$ cat config.mk
export PLATFORM = sky130hd
export DESIGN_NAME = mcss_main_clock_switch
export DESIGN_NICKNAME = d
export VERILOG_FILES = /design/src/verilog/mcss_pkg.sv /design/src/verilog/mcss_main_clock_switch.sv
export VERILOG_INCLUDE_DIRS = /design/src /design/src/verilog
export SDC_FILE = /design/constraint.sdc
export NUM_CORES = 1
export LEC_CHECK = 0
export BUFFER_PORTS_ARGS = -buffer_cell sky130_fd_sc_hd__buf_2
export CAP_MARGIN = 40
export CORE_MARGIN = 2
export CORE_UTILIZATION = 56
export DETAILED_ROUTE_END_ITERATION = 8
export PLACE_DENSITY = 0.9
export SLEW_MARGIN = 20
export SYNTH_ARGS = -nofsm -noshare
export SYNTH_HDL_FRONTEND = slang
export SYNTH_SLANG_ARGS = --single-unit
$ cat constraint.sdc
create_clock -name hclk -period 3.9 [get_ports hclk]
set_clock_uncertainty 0.15 [all_clocks]
set_input_delay 0.975 -clock hclk [delete_from_list [all_inputs] [get_ports hclk]]
set_output_delay 0.975 -clock hclk [all_outputs]
set_load 0.02 [all_outputs]
$ cat src/verilog/mcss_cfg.svh
// Address map, field positions, reset values and counts for the clock source switch
`ifndef MCSS_CFG_SVH
`define MCSS_CFG_SVH

`define MCSS_OFF_MODE      8'h00
`define MCSS_OFF_RUN       8'h04
`define MCSS_OFF_STAT      8'h08
`define MCSS_OFF_STSEL     8'h0C
`define MCSS_OFF_SEL       8'h10
`define MCSS_OFF_FREQ      8'h14

`define MCSS_RST_MODE      8'h00
`define MCSS_RST_RUN       8'h80
`define MCSS_RST_STSEL     8'h07
`define MCSS_RST_SEL       8'h00

`define MCSS_BIT_SYS_STOP  7
`define MCSS_BIT_FAST_STOP 0
`define MCSS_BIT_SEL       4
`define MCSS_BIT_STATUS    5

`define MCSS_FREQ_OLD_TICKS 2'h3
`define MCSS_FREQ_NEW_TICKS 2'h3
`define MCSS_CNT_W          19

`endif

$ cat src/verilog/mcss_pkg.sv
// Types shared by the clock source switch
package mcss_pkg;

    typedef struct packed {
        logic       external_clock_input_select;
        logic       system_osc_select;
        logic [4:0] unused;
        logic       oscillator_gain_high;
    } mcss_mode_s;

    typedef enum logic [4:0] {
        ST_RUN    = 5'h01,
        ST_DRAIN  = 5'h02,
        ST_ALIGN  = 5'h04,
        ST_STOP   = 5'h08,
        ST_STAB   = 5'h10
    } mcss_state_e;

endpackage

$ cat src/verilog/mcss_main_clock_switch.sv
// Main system clock source switch with its register file on AHB-Lite
`timescale 1ns/1ps
`default_nettype none
`include "mcss_cfg.svh"

// How it works
// - Freq change: three old ticks, three new-tick wait
// - Every reset starts on the internal oscillator
// - Mode register accepts one write per reset
// - Select field sets post-STOP crystal wait
// - Stop bit clear runs crystal in crystal mode only, set stops it
// - Status counter bits fill from MSB downward
// - Select bit 4 chooses the main source
// - Status bit 5 shows the active source
// - Old clock runs bounded cycles after select write
// - CPU and peripherals share one source always
// - HALT enters from either source, no setup
// - Both bits zero makes crystal pins inputs
module mcss_main_clock_switch (
    input  wire logic        hclk,
    input  wire logic        hresetn,
    input  wire logic        hsel,
    input  wire logic [31:0] haddr,
    input  wire logic [1:0]  htrans,
    input  wire logic        hwrite,
    input  wire logic [2:0]  hsize,
    input  wire logic [31:0] hwdata,
    input  wire logic        hready,
    output logic             hreadyout,
    output logic [31:0]      hrdata,
    output logic             hresp,
    input  wire logic [2:0]  opt_freq_sel,
    input  wire logic        fast_osc_in,
    input  wire logic        crystal_osc_in,
    input  wire logic        ext_clk_in,
    input  wire logic        halt_req,
    input  wire logic        stop_req,
    input  wire logic        wake_req,
    output logic             fast_osc_enable,
    output logic [2:0]       fast_osc_freq,
    output logic             crystal_osc_enable,
    output logic             crystal_gain_high,
    output logic             crystal_port_data,
    output logic             cpu_clk_en,
    output logic             periph_clk_en
);

    // Threshold of the stabilization counter for a select code
    function automatic logic [`MCSS_CNT_W-1:0] stab_limit(input logic [2:0] code);
        logic [`MCSS_CNT_W-1:0] lim;
        lim = '0;
        case (code)
            3'h0: lim[8]  = 1'b1;
            3'h1: lim[9]  = 1'b1;
            3'h2: lim[10] = 1'b1;
            3'h3: lim[11] = 1'b1;
            3'h4: lim[13] = 1'b1;
            3'h5: lim[15] = 1'b1;
            3'h6: lim[17] = 1'b1;
            default: lim[18] = 1'b1;
        endcase
        return lim;
    endfunction

    // Rising edge of a synchronised level
    function automatic logic rise(input logic now, input logic was);
        return now & ~was;
    endfunction

    // Registers
    mcss_pkg::mcss_mode_s   mode_r;
    logic                   mode_locked_r;
    logic [7:0]             stsel_r;
    logic                   sys_stop_r;
    logic                   fast_stop_r;
    logic                   sel_r;
    logic                   status_r;
    logic [2:0]             freq_r;
    logic [2:0]             freq_pend_r;
    logic                   strap_done_r;

    // Bus pipeline
    logic                   wr_pend_r;
    logic                   rd_pend_r;
    logic [7:0]             addr_r;
    logic [7:0]             rd_data;

    // Pin synchronisers and edge history
    logic [1:0]             fast_sync_r;
    logic [1:0]             xtal_sync_r;
    logic [1:0]             ext_sync_r;
    logic                   fast_prev_r;
    logic                   sys_prev_r;

    // Switch control
    mcss_pkg::mcss_state_e  state_r;
    logic [`MCSS_CNT_W-1:0] stab_cnt_r;
    logic [1:0]             fq_phase_r;
    logic [1:0]             fq_cnt_r;
    logic                   halt_r;

    logic                   fast_tick;
    logic                   sys_level;
    logic                   sys_tick;
    logic                   old_tick;
    logic                   new_tick;
    logic                   main_tick;
    logic                   crystal_mode;
    logic                   sys_run;
    logic                   addr_ok;
    logic                   wr_now;
    logic [7:0]             wbyte;

    assign addr_ok = hsel & hready & htrans[1];
    assign wr_now  = wr_pend_r;
    assign wbyte   = hwdata[7:0];

    // Address phase capture; reads take one wait state so prior writes have landed
    always_ff @(posedge hclk or negedge hresetn) begin
        if (!hresetn) begin
            wr_pend_r <= 1'b0;
            rd_pend_r <= 1'b0;
            addr_r    <= 8'h00;
        end else begin
            wr_pend_r <= addr_ok & hwrite;
            rd_pend_r <= addr_ok & ~hwrite;
            if (addr_ok) begin
                addr_r <= haddr[7:0];
            end
        end
    end

    assign hreadyout = ~rd_pend_r;
    assign hresp     = 1'b0;

    // Read decode, unmapped reads give zero
    always_comb begin
        rd_data = 8'h00;
        if (addr_r == `MCSS_OFF_MODE) begin
            rd_data = mode_r;
        end else if (addr_r == `MCSS_OFF_RUN) begin
            rd_data[`MCSS_BIT_SYS_STOP]  = sys_stop_r;
            rd_data[`MCSS_BIT_FAST_STOP] = fast_stop_r;
        end else if (addr_r == `MCSS_OFF_STAT) begin
            // Bit 7 fills first, bit 0 last
            rd_data = {stab_cnt_r >= stab_limit(3'h0), stab_cnt_r >= stab_limit(3'h1),
                       stab_cnt_r >= stab_limit(3'h2), stab_cnt_r >= stab_limit(3'h3),
                       stab_cnt_r >= stab_limit(3'h4), stab_cnt_r >= stab_limit(3'h5),
                       stab_cnt_r >= stab_limit(3'h6), stab_cnt_r >= stab_limit(3'h7)};
        end else if (addr_r == `MCSS_OFF_STSEL) begin
            rd_data = stsel_r;
        end else if (addr_r == `MCSS_OFF_SEL) begin
            rd_data[`MCSS_BIT_SEL]    = sel_r;
            rd_data[`MCSS_BIT_STATUS] = status_r;
        end else if (addr_r == `MCSS_OFF_FREQ) begin
            rd_data[2:0] = freq_pend_r;
        end
    end

    // Read data is registered in the wait-state cycle
    always_ff @(posedge hclk or negedge hresetn) begin
        if (!hresetn) begin
            hrdata <= 32'h00000000;
        end else if (rd_pend_r) begin
            hrdata <= {24'h000000, rd_data};
        end
    end

    // Mode register: the first write after reset sticks, later ones are dropped
    always_ff @(posedge hclk or negedge hresetn) begin
        if (!hresetn) begin
            mode_r        <= `MCSS_RST_MODE;
            mode_locked_r <= 1'b0;
        end else if (wr_now && addr_r == `MCSS_OFF_MODE && !mode_locked_r) begin
            mode_r        <= wbyte;
            mode_locked_r <= 1'b1;
        end
    end

    // Oscillator run control and stabilization select
    always_ff @(posedge hclk or negedge hresetn) begin
        if (!hresetn) begin
            sys_stop_r  <= 1'(`MCSS_RST_RUN >> `MCSS_BIT_SYS_STOP);
            fast_stop_r <= 1'b0;
            stsel_r     <= `MCSS_RST_STSEL;
        end else if (wr_now && addr_r == `MCSS_OFF_RUN) begin
            sys_stop_r  <= wbyte[`MCSS_BIT_SYS_STOP];
            fast_stop_r <= wbyte[`MCSS_BIT_FAST_STOP];
        end else if (wr_now && addr_r == `MCSS_OFF_STSEL) begin
            stsel_r     <= {5'h00, wbyte[2:0]};
        end
    end

    // Source select; reset always returns to the internal oscillator
    always_ff @(posedge hclk or negedge hresetn) begin
        if (!hresetn) begin
            sel_r <= 1'b0;
        end else if (wr_now && addr_r == `MCSS_OFF_SEL) begin
            sel_r <= wbyte[`MCSS_BIT_SEL];
        end
    end

    // Divider strap is caught after reset release, not inside the reset branch
    always_ff @(posedge hclk or negedge hresetn) begin
        if (!hresetn) begin
            strap_done_r <= 1'b0;
            freq_pend_r  <= 3'h0;
        end else if (!strap_done_r) begin
            strap_done_r <= 1'b1;
            freq_pend_r  <= opt_freq_sel;
        end else if (wr_now && addr_r == `MCSS_OFF_FREQ) begin
            freq_pend_r  <= wbyte[2:0];
        end
    end

    // Two-flop synchronisers for the oscillator pins
    always_ff @(posedge hclk or negedge hresetn) begin
        if (!hresetn) begin
            fast_sync_r <= 2'h0;
            xtal_sync_r <= 2'h0;
            ext_sync_r  <= 2'h0;
        end else begin
            fast_sync_r <= {fast_sync_r[0], fast_osc_in};
            xtal_sync_r <= {xtal_sync_r[0], crystal_osc_in};
            ext_sync_r  <= {ext_sync_r[0], ext_clk_in};
        end
    end

    // Oscillator configuration seen by the pads
    assign crystal_mode       = mode_r.system_osc_select & ~mode_r.external_clock_input_select;
    assign sys_run            = mode_r.system_osc_select & ~sys_stop_r &
                                (state_r != mcss_pkg::ST_STOP);
    assign crystal_osc_enable = crystal_mode & sys_run;
    assign crystal_gain_high  = mode_r.oscillator_gain_high;
    assign fast_osc_enable    = ~fast_stop_r & (state_r != mcss_pkg::ST_STOP);
    // Both select bits low leave the crystal pin as a plain input
    assign crystal_port_data  = ~mode_r.system_osc_select &
                                ~mode_r.external_clock_input_select & xtal_sync_r[1];

    // External input is blocked by the stop bit, as is the crystal
    assign sys_level = mode_r.external_clock_input_select ? ext_sync_r[1] : xtal_sync_r[1];
    assign sys_tick  = sys_run & rise(sys_level, sys_prev_r);
    assign fast_tick = fast_osc_enable & rise(fast_sync_r[1], fast_prev_r);

    always_ff @(posedge hclk or negedge hresetn) begin
        if (!hresetn) begin
            fast_prev_r <= 1'b0;
            sys_prev_r  <= 1'b0;
        end else begin
            fast_prev_r <= fast_sync_r[1];
            sys_prev_r  <= sys_level;
        end
    end

    // Stabilization counter runs on crystal edges and clears while it is stopped
    always_ff @(posedge hclk or negedge hresetn) begin
        if (!hresetn) begin
            stab_cnt_r <= '0;
        end else if (!crystal_osc_enable) begin
            stab_cnt_r <= '0;
        end else if (sys_tick && !stab_cnt_r[`MCSS_CNT_W-1]) begin
            stab_cnt_r <= stab_cnt_r + 1'b1;
        end
    end

    assign old_tick = status_r ? sys_tick : fast_tick;
    assign new_tick = status_r ? fast_tick : sys_tick;

    // Switch sequencer; the old clock keeps running until one of its ticks is
    // out and the new source then ticks, so both ratios of the bound hold
    always_ff @(posedge hclk or negedge hresetn) begin
        if (!hresetn) begin
            state_r  <= mcss_pkg::ST_RUN;
            status_r <= 1'b0;
        end else begin
            case (state_r)
                mcss_pkg::ST_RUN: begin
                    if (stop_req) begin
                        state_r <= mcss_pkg::ST_STOP;
                    end else if (sel_r != status_r) begin
                        state_r <= mcss_pkg::ST_DRAIN;
                    end
                end
                mcss_pkg::ST_DRAIN: begin
                    if (old_tick) begin
                        state_r <= mcss_pkg::ST_ALIGN;
                    end
                end
                mcss_pkg::ST_ALIGN: begin
                    // Status flips on the first new-source edge in ALIGN; the new source drives from its next edge
                    if (new_tick) begin
                        status_r <= ~status_r;
                        state_r  <= mcss_pkg::ST_RUN;
                    end
                end
                mcss_pkg::ST_STOP: begin
                    if (wake_req) begin
                        state_r <= (status_r && crystal_mode) ? mcss_pkg::ST_STAB
                                                              : mcss_pkg::ST_RUN;
                    end
                end
                mcss_pkg::ST_STAB: begin
                    if (stab_cnt_r >= stab_limit(stsel_r[2:0])) begin
                        state_r <= mcss_pkg::ST_RUN;
                    end
                end
                default: begin
                    state_r <= mcss_pkg::ST_RUN;
                end
            endcase
        end
    end

    // Divider change: three old-rate ticks, then apply, then a three-tick hold
    always_ff @(posedge hclk or negedge hresetn) begin
        if (!hresetn) begin
            fq_phase_r <= 2'h0;
            fq_cnt_r   <= 2'h0;
            freq_r     <= 3'h0;
        end else begin
            case (fq_phase_r)
                2'h0: begin
                    if (!strap_done_r) begin
                        freq_r <= opt_freq_sel;
                    end else if (freq_pend_r != freq_r) begin
                        fq_phase_r <= 2'h1;
                        fq_cnt_r   <= 2'h0;
                    end
                end
                2'h1: begin
                    if (fast_tick) begin
                        fq_cnt_r <= fq_cnt_r + 2'h1;
                        if (fq_cnt_r == `MCSS_FREQ_OLD_TICKS - 2'h1) begin
                            freq_r     <= freq_pend_r;
                            fq_phase_r <= 2'h2;
                            fq_cnt_r   <= 2'h0;
                        end
                    end
                end
                default: begin
                    if (fast_tick) begin
                        fq_cnt_r <= fq_cnt_r + 2'h1;
                        if (fq_cnt_r == `MCSS_FREQ_NEW_TICKS - 2'h1) begin
                            fq_phase_r <= 2'h0;
                        end
                    end
                end
            endcase
        end
    end

    assign fast_osc_freq = freq_r;

    // HALT needs no setup; wake wins over a same-cycle request
    always_ff @(posedge hclk or negedge hresetn) begin
        if (!hresetn) begin
            halt_r <= 1'b0;
        end else if (wake_req) begin
            halt_r <= 1'b0;
        end else if (halt_req) begin
            halt_r <= 1'b1;
        end
    end

    // One enable feeds both CPU and peripherals, so they never split sources
    assign main_tick = old_tick & (state_r != mcss_pkg::ST_STOP) &
                       (state_r != mcss_pkg::ST_STAB) &
                       !(fq_phase_r == 2'h2 && !status_r);
    assign periph_clk_en = main_tick;
    assign cpu_clk_en    = main_tick & ~halt_r;

    // Width and the low transfer-type bit are unused: only word accesses are supported
    logic unused_ok;
    assign unused_ok = &{1'b0, hsize, haddr[31:8], hwdata[31:8], htrans[0], stsel_r[7:3]};

endmodule
`default_nettype wire

==> results of run 1 <==
-- layout make-up --
cell class              count  area, µm²  area share (%)
multi-input cells         321       2208           45.65
flip-flops and latches     78       1958           40.48
repair buffers             52      281.5           5.820
well taps                 102      127.6           2.638
clock buffers               9      123.9           2.561
clock inverters             7      85.08           1.759
inverters                  14      52.55           1.086
-- report_power, final --
group | internal [mW] | switching, mW | total, mW | leakage, nW
Clock | 0.310 | 0.331 | 0.642 | 0.107
Combinational | 0.248 | 0.323 | 0.571 | 1.05
Sequential | 0.918 | 0.170 | 1.09 | 0.968
-- cell usage in the layout, fill, tap and decap left out, types with 10 or more instances in the layout --
cell type   n
xor2_1     13
a21oi_1    19
nor4_1     10
nand4_1    11
nand2_1    18
ha_1       13
dfrtp_1    73
buf_2      47
nand3_1    11
nor2_1     47
mux2_2     24
inv_1      14
nand2b_1   11
conb_1     26
-- per-layer routing --
metal / part of all wire [%] / track usage, % / vias to the layer above
li1: - / - / 1600
met5: 0 / 0 / -
met3: 7.7 / 6.509 / 22
met2: 49 / 38.93 / 182
met4: 1.8 / 6.965 / 0
met1: 41 / 31.86 / 1689
-- cells by family (layout without fill, tap and decap cells) --
logic type | after synthesis | after routing
simple gates | 164 | 164
flops | 78 | 78
compound gates | 69 | 69
buf+inv | 55 | 82
mux | 28 | 28
xor+xnor | 21 | 21
fa+ha+maj | 13 | 13
other cells | 2 | 26
-- worst min-delay path by stage --
stage	start	to	slack, ns	depth (start not counted)
5_1_grt	xtal_sync_r[0]$_DFF_PN0_	xtal_sync_r[1]$_DFF_PN0_	0.21	0
4_1_cts	ext_sync_r[0]$_DFF_PN0_	ext_sync_r[1]$_DFF_PN0_	0.20	0
3_3_place_gp	xtal_sync_r[0]$_DFF_PN0_	xtal_sync_r[1]$_DFF_PN0_	0.18	0
6_report	xtal_sync_r[0]$_DFF_PN0_	xtal_sync_r[1]$_DFF_PN0_	0.20	0
3_5_place_dp	ext_sync_r[0]$_DFF_PN0_	ext_sync_r[1]$_DFF_PN0_	0.18	0
2_1_floorplan	ext_sync_r[0]$_DFF_PN0_	ext_sync_r[1]$_DFF_PN0_	0.18	0
-- registers in the layout, indices dropped and copies added (netlist names), 2 cells and up --
signal and flops:
stab_cnt_r 19, addr_r 8, hrdata 8, mode_r 7, state_r 5, fast_osc_freq 3, freq_pend_r 3, stsel_r 3
ext_sync_r 2, fast_sync_r 2, fq_cnt_r 2, fq_phase_r 2, xtal_sync_r 2
-- stage by stage --
stage | util, % | setup WS [ns] | hold WS [ns]
final | 63.25 | 0.3219 | 0.2041
after global routing | 63.25 | 0.2029 | 0.2090
after CTS | 63.25 | 0.3109 | 0.2038
after detailed placement | 60.52 | 0.7139 | 0.1847
after global placement | 60.21 | 0.7328 | 0.1841
after floorplan | - | 0.5450 | 0.1812
==> results.yml, run 1 <==
layout:
  antennaDiodeCount: 0
  final_area_um2: 4837
  final_nets: 572
  area_growth_pct: 10.46
  drive_gt1_share_pct: 24.53
  nFillCells: 588
  final_cells: 583
worst_setup_path:
  worst-r2r-cell-count: 6
  cp-endpoint: "cpu_clk_en"
  r2r-end: "state_r[4]$_DFFE_PN0P_"
  cp.required_ns: 2.77
  crit_buf_inv: 1
  startpoint_type: "flop"
  critPathTopFamily: "simple AND/OR/NAND/NOR gates"
  crit_path_end_kind: "output pin"
  critPathMaxFanout: 8
  worstReg2RegStart: "stsel_r[1]$_DFFE_PN1P_"
  cp.arrival_ns: 2.45
  startpoint: "state_r[0]$_DFFE_PN1P_"
  path_class: "reg2out"
  critical_path.max_stage_delay_ns: 0.63
  ff2ff_setup_slack_ns: 1.29
  cp_num_cells: 6
  cp_slowest_cell: "dfstp_2"
  crit_chain: "nor4_4 -> a211o_4 -> or3_4 -> a211oi_2 -> nor2b_1 -> buf_2"
global_routing:
  grt-ovfl-total: 0
  first_global_vias: 3251
  grt_max_degree: 44
  grt_pass1_wl_mm: 15.90
  antenna_found_initial: 0
  grt_use_total_pct: 24.03
sta:
  finalCriticalPeriod_ns: 3.578
  min_period_over_period_pct: 91.75
  rsz0062_at_grt: "no"
  slew_viol_final: 0
  setup_viol: 0
  fmax_ghz: 0.2795
  hold_violations: 0
  fin_setup_tns_ns: 0
  worstMarginPinSlew_ns: 0.6278
  slew_headroom_pct: 57.80
placed_design:
  dp_hpwl_mm: 7.223
  dp.cells: 567
  portBuffers: 48
  dpl_cell_area_um2: 4628
  place_congestion: 0.9196
die:
  die_area_um2: 8543
  initial_core_util_pct: 57.26
  dieWidth_um: 92.43
  row_count: 32
  core_area_um2: 7647
  dieHeight_um: 92.43
  pin_count: 126
synth:
  ys.flop_type: "dfrtp_1"
  yosysWarnings: 0
  synth_common_cells: "dfrtp_1, nor2_1, buf_4"
  yosysTopAreaCell: "dfrtp_1"
  synth_top_family_by_area: "simple AND/OR/NAND/NOR gates"
  synth-edff-count: 0
  synth_seq_area_share_pct: 44.71
  yosysTopAreaCellShare_pct: 41.71
  yosys.area_share.simple_pct: 21.77
  yosysMostFrequentCell: "dfrtp_1"
  muxShareOfSynthArea_pct: 7.086
  synth_compound_area_share_pct: 11.43
  yosysUniqueCellTypes: 63
  synthXorXnorAreaFrac_pct: 4.200
  syn_avg_cell_area_um2: 10.18
  synth_cells: 430
  ys_ff_latch: 78
  synth_area_um2: 4379
  synth_area_leaders: "dfrtp_1, mux2_2, buf_4, nor2_1, ha_1"
  async_reset_ff_share_pct: 100.0
  synth_fa_ha_area_share_pct: 3.714
drt:
  wl_per_cell_um: 16.80
  viasPerCell: 5.991
  drt_iter0_drc: 335
  drt-total-wl_mm: 9.795
  drc: 0
  vias: 3493
  first_pass_iters: 5
  postRouteAntennaNets: 0
clocking:
  numCtsBuffers: 9
  post-cts-setup-buffers: 0
  path_clk_slew_ns: 0.09
  cts_tree: "yes"
  cts-resized-gates: 0
  cts_max_level: 3
  hold_buffers: 0
  cts_buffer_depth: 2
  clockRootBuffer: "clkbuf_8"
  clock_latency_ns: 0.36
  cts_sinks: 78
power_and_ir_drop:
  p_per_area_nw_per_um2: 475.7
  p_leak_nw: 2.123
  finalPower_mw: 2.301
  irDropWorstVdd_uv: 433.1
status:
  status: "complete, no violations"
flow_run:
  maxCapViolCount: 0
worst_hold_path:
  holdCritPathClass: "reg2reg"
Note: power is estimated with default switching activity, not from simulation.
==> run 2: changes to the inputs <==
--- a/config.mk
+++ b/config.mk
@@ -11,7 +11,7 @@
 export CORE_MARGIN = 2
 export CORE_UTILIZATION = 56
 export DETAILED_ROUTE_END_ITERATION = 8
-export PLACE_DENSITY = 0.9
+export PLACE_DENSITY_LB_ADDON = 0.05
 export SLEW_MARGIN = 20
 export SYNTH_ARGS = -nofsm -noshare
 export SYNTH_HDL_FRONTEND = slang
==> run 2 against run 1 <==
Net effect:
- wire length is 0.14% lower
- cell count is 0.34% higher
- first-iteration DRC count is 39% lower
- critical path depth stayed put
- highest routed layer unchanged
- sequential cell count stayed put
- die area stayed put
- combinational power is 0.7% lower
- non-clock buffer count is 2 higher
- sequential power hardly changed
- hold slack worse by 0.0019 ns
- core utilization is 0.92 points higher
==> results.yml, run 2 (synthesis results as in run 1) <==
status:
  status: "complete, no violations"
worst_setup_path:
  crit_path_end_kind: "output pin"
  cp.required_ns: 2.77
  startpoint_type: "flop"
  path_class: "reg2out"
  critPathMaxFanout: 8
  cp.arrival_ns: 2.46
global_routing:
  grt-ovfl-total: 0
  antenna_found_initial: 0
  first_global_vias: 3076
  grt_max_degree: 51
  grt_use_total_pct: 23.81
  grt_pass1_wl_mm: 15.77
drt:
  first_pass_iters: 4
  drt-total-wl_mm: 9.781
  viasPerCell: 5.687
  drt_iter0_drc: 205
  drc: 0
  vias: 3327
  wl_per_cell_um: 16.72
  postRouteAntennaNets: 0
clocking:
  cts_max_level: 3
  clock_latency_ns: 0.35
  path_clk_slew_ns: 0.09
  cts_tree: "yes"
  post-cts-setup-buffers: 0
  clockRootBuffer: "clkbuf_8"
  cts-resized-gates: 0
  cts_sinks: 78
  numCtsBuffers: 9
  hold_buffers: 0
  cts_buffer_depth: 2
sta:
  slew_headroom_pct: 55.87
  finalCriticalPeriod_ns: 3.586
  slew_viol_final: 0
  worstMarginPinSlew_ns: 0.6565
  fin_setup_tns_ns: 0
  min_period_over_period_pct: 91.94
  rsz0062_at_grt: "no"
  setup_viol: 0
  fmax_ghz: 0.2789
  hold_violations: 0
power_and_ir_drop:
  p_leak_nw: 2.158
  p_seq_share_pct: 44.8
  irDropWorstVdd_uv: 346.8
  p_per_area_nw_per_um2: 492.3
  clock_power_share_pct: 31.7
  p_sw_share_pct: 33.08
  p_sw_mw: 0.7993
  cellInternalPower_mw: 1.617
  power_frac_comb_pct: 23.5
layout:
  final_cells: 585
  area_growth_pct: 12.06
  layout_commonest_cell: "dfrtp_1"
  drive_gt1_share_pct: 25.05
  final_nets: 574
  nFillCells: 640
  regMostFlops: "stab_cnt_r"
  reg_top3: "stab_cnt_r: 19 flops, addr_r: 8 flops, hrdata: 8 flops"
  final_cell_mix: "dfrtp_1, buf_2, nor2_1"
  antennaDiodeCount: 0
  largest_reg_flops: 19
die:
  pin_count: 126
  row_count: 32
  core_area_um2: 7647
  die_area_um2: 8543
  dieHeight_um: 92.43
  dieWidth_um: 92.43
  initial_core_util_pct: 57.26
worst_hold_path:
  holdCritPathClass: "reg2reg"
flow_run:
  maxCapViolCount: 0
placed_design:
  dp_hpwl_mm: 7.044
  place_congestion: 0.9205
  dp.cells: 569
  portBuffers: 48
[run 2: cell count changes in the layout (fill, tap and decap cells not counted), sizes merged]
cell      delta
clkbuf       +1
bufinv       +2
clkinvlp     +1
inv          -4
buf          +2
[run 2: layer usage]
metal  vias to the layer above  GRT usage [%]  share of wire [%]
met5                         -              0                  0
met4                         0          7.338               0.87
met3                        10          3.743                4.8
met2                        91          37.04                 47
met1                      1630          34.52                 47
li1                       1596              -                  -
[run 2: final timing paths]
| kind | from | endpoint | slack, ns | cells past startpoint |
|---|---|---|---|---|
| worst min-delay path | ext_sync_r[0]$_DFF_PN0_ | ext_sync_r[1]$_DFF_PN0_ | 0.20 | 0 |
| worst max-delay path | state_r[0]$_DFFE_PN1P_ | cpu_clk_en | 0.31 | 6 |
| worst max register to register | stsel_r[1]$_DFFE_PN1P_ | state_r[4]$_DFFE_PN0P_ | 1.33 | 6 |
| worst min register to register | ext_sync_r[0]$_DFF_PN0_ | ext_sync_r[1]$_DFF_PN0_ | 0.20 | 0 |
| max in group asynchronous | hresetn | stsel_r[2]$_DFFE_PN1P_ | 2.57 | 2 |
| min in group asynchronous | hresetn | halt_r$_DFFE_PN0P_ | 0.40 | 1 |
[run 2: critical path: stages, from the launching register on]
cell and delay [ns]:
dfstp_2 0.63, nor4_4 0.09, a211o_4 0.39, or3_4 0.41, a211oi_2 0.26, nor2b_1 0.16
buf_2 0.17
[run 2: through the flow]
| step | hold WS [ns] | setup slack (ns) | total power, mW | util [%] | instance area, µm² |
|---|---|---|---|---|---|
| floorplan | 0.1812 | 0.5450 | 1.499 | - | 4469 |
| global placement | 0.1835 | 0.7215 | 1.642 | 60.41 | 4619 |
| detailed placement | 0.1878 | 0.6865 | 1.662 | 60.83 | 4652 |
| CTS | 0.2065 | 0.2981 | 2.427 | 64.17 | 4907 |
| global route | 0.2195 | 0.2244 | 2.541 | 64.17 | 4907 |
| finish | 0.2022 | 0.3142 | 2.416 | 64.17 | 4907 |
[run 2: cell type report]
type,count,area [µm²],share of cell area [%]
clock inverters,6,117.6,2.397
well taps,102,127.6,2.601
repair buffers,54,305.3,6.221
flip-flops and latches,78,1958,39.90
multi-input cells,321,2208,45.00
clock buffers,10,137.6,2.805
inverters,14,52.55,1.071
[run 2: power by group through the flow]
stage	clock, mW	combinational, mW	sequential [mW]
2_1_floorplan	0	0.450	1.05
3_3_place_gp	0	0.551	1.09
3_5_place_dp	0	0.567	1.10
4_1_cts	0.775	0.570	1.08
5_1_grt	0.805	0.631	1.10
6_report	0.766	0.567	1.08
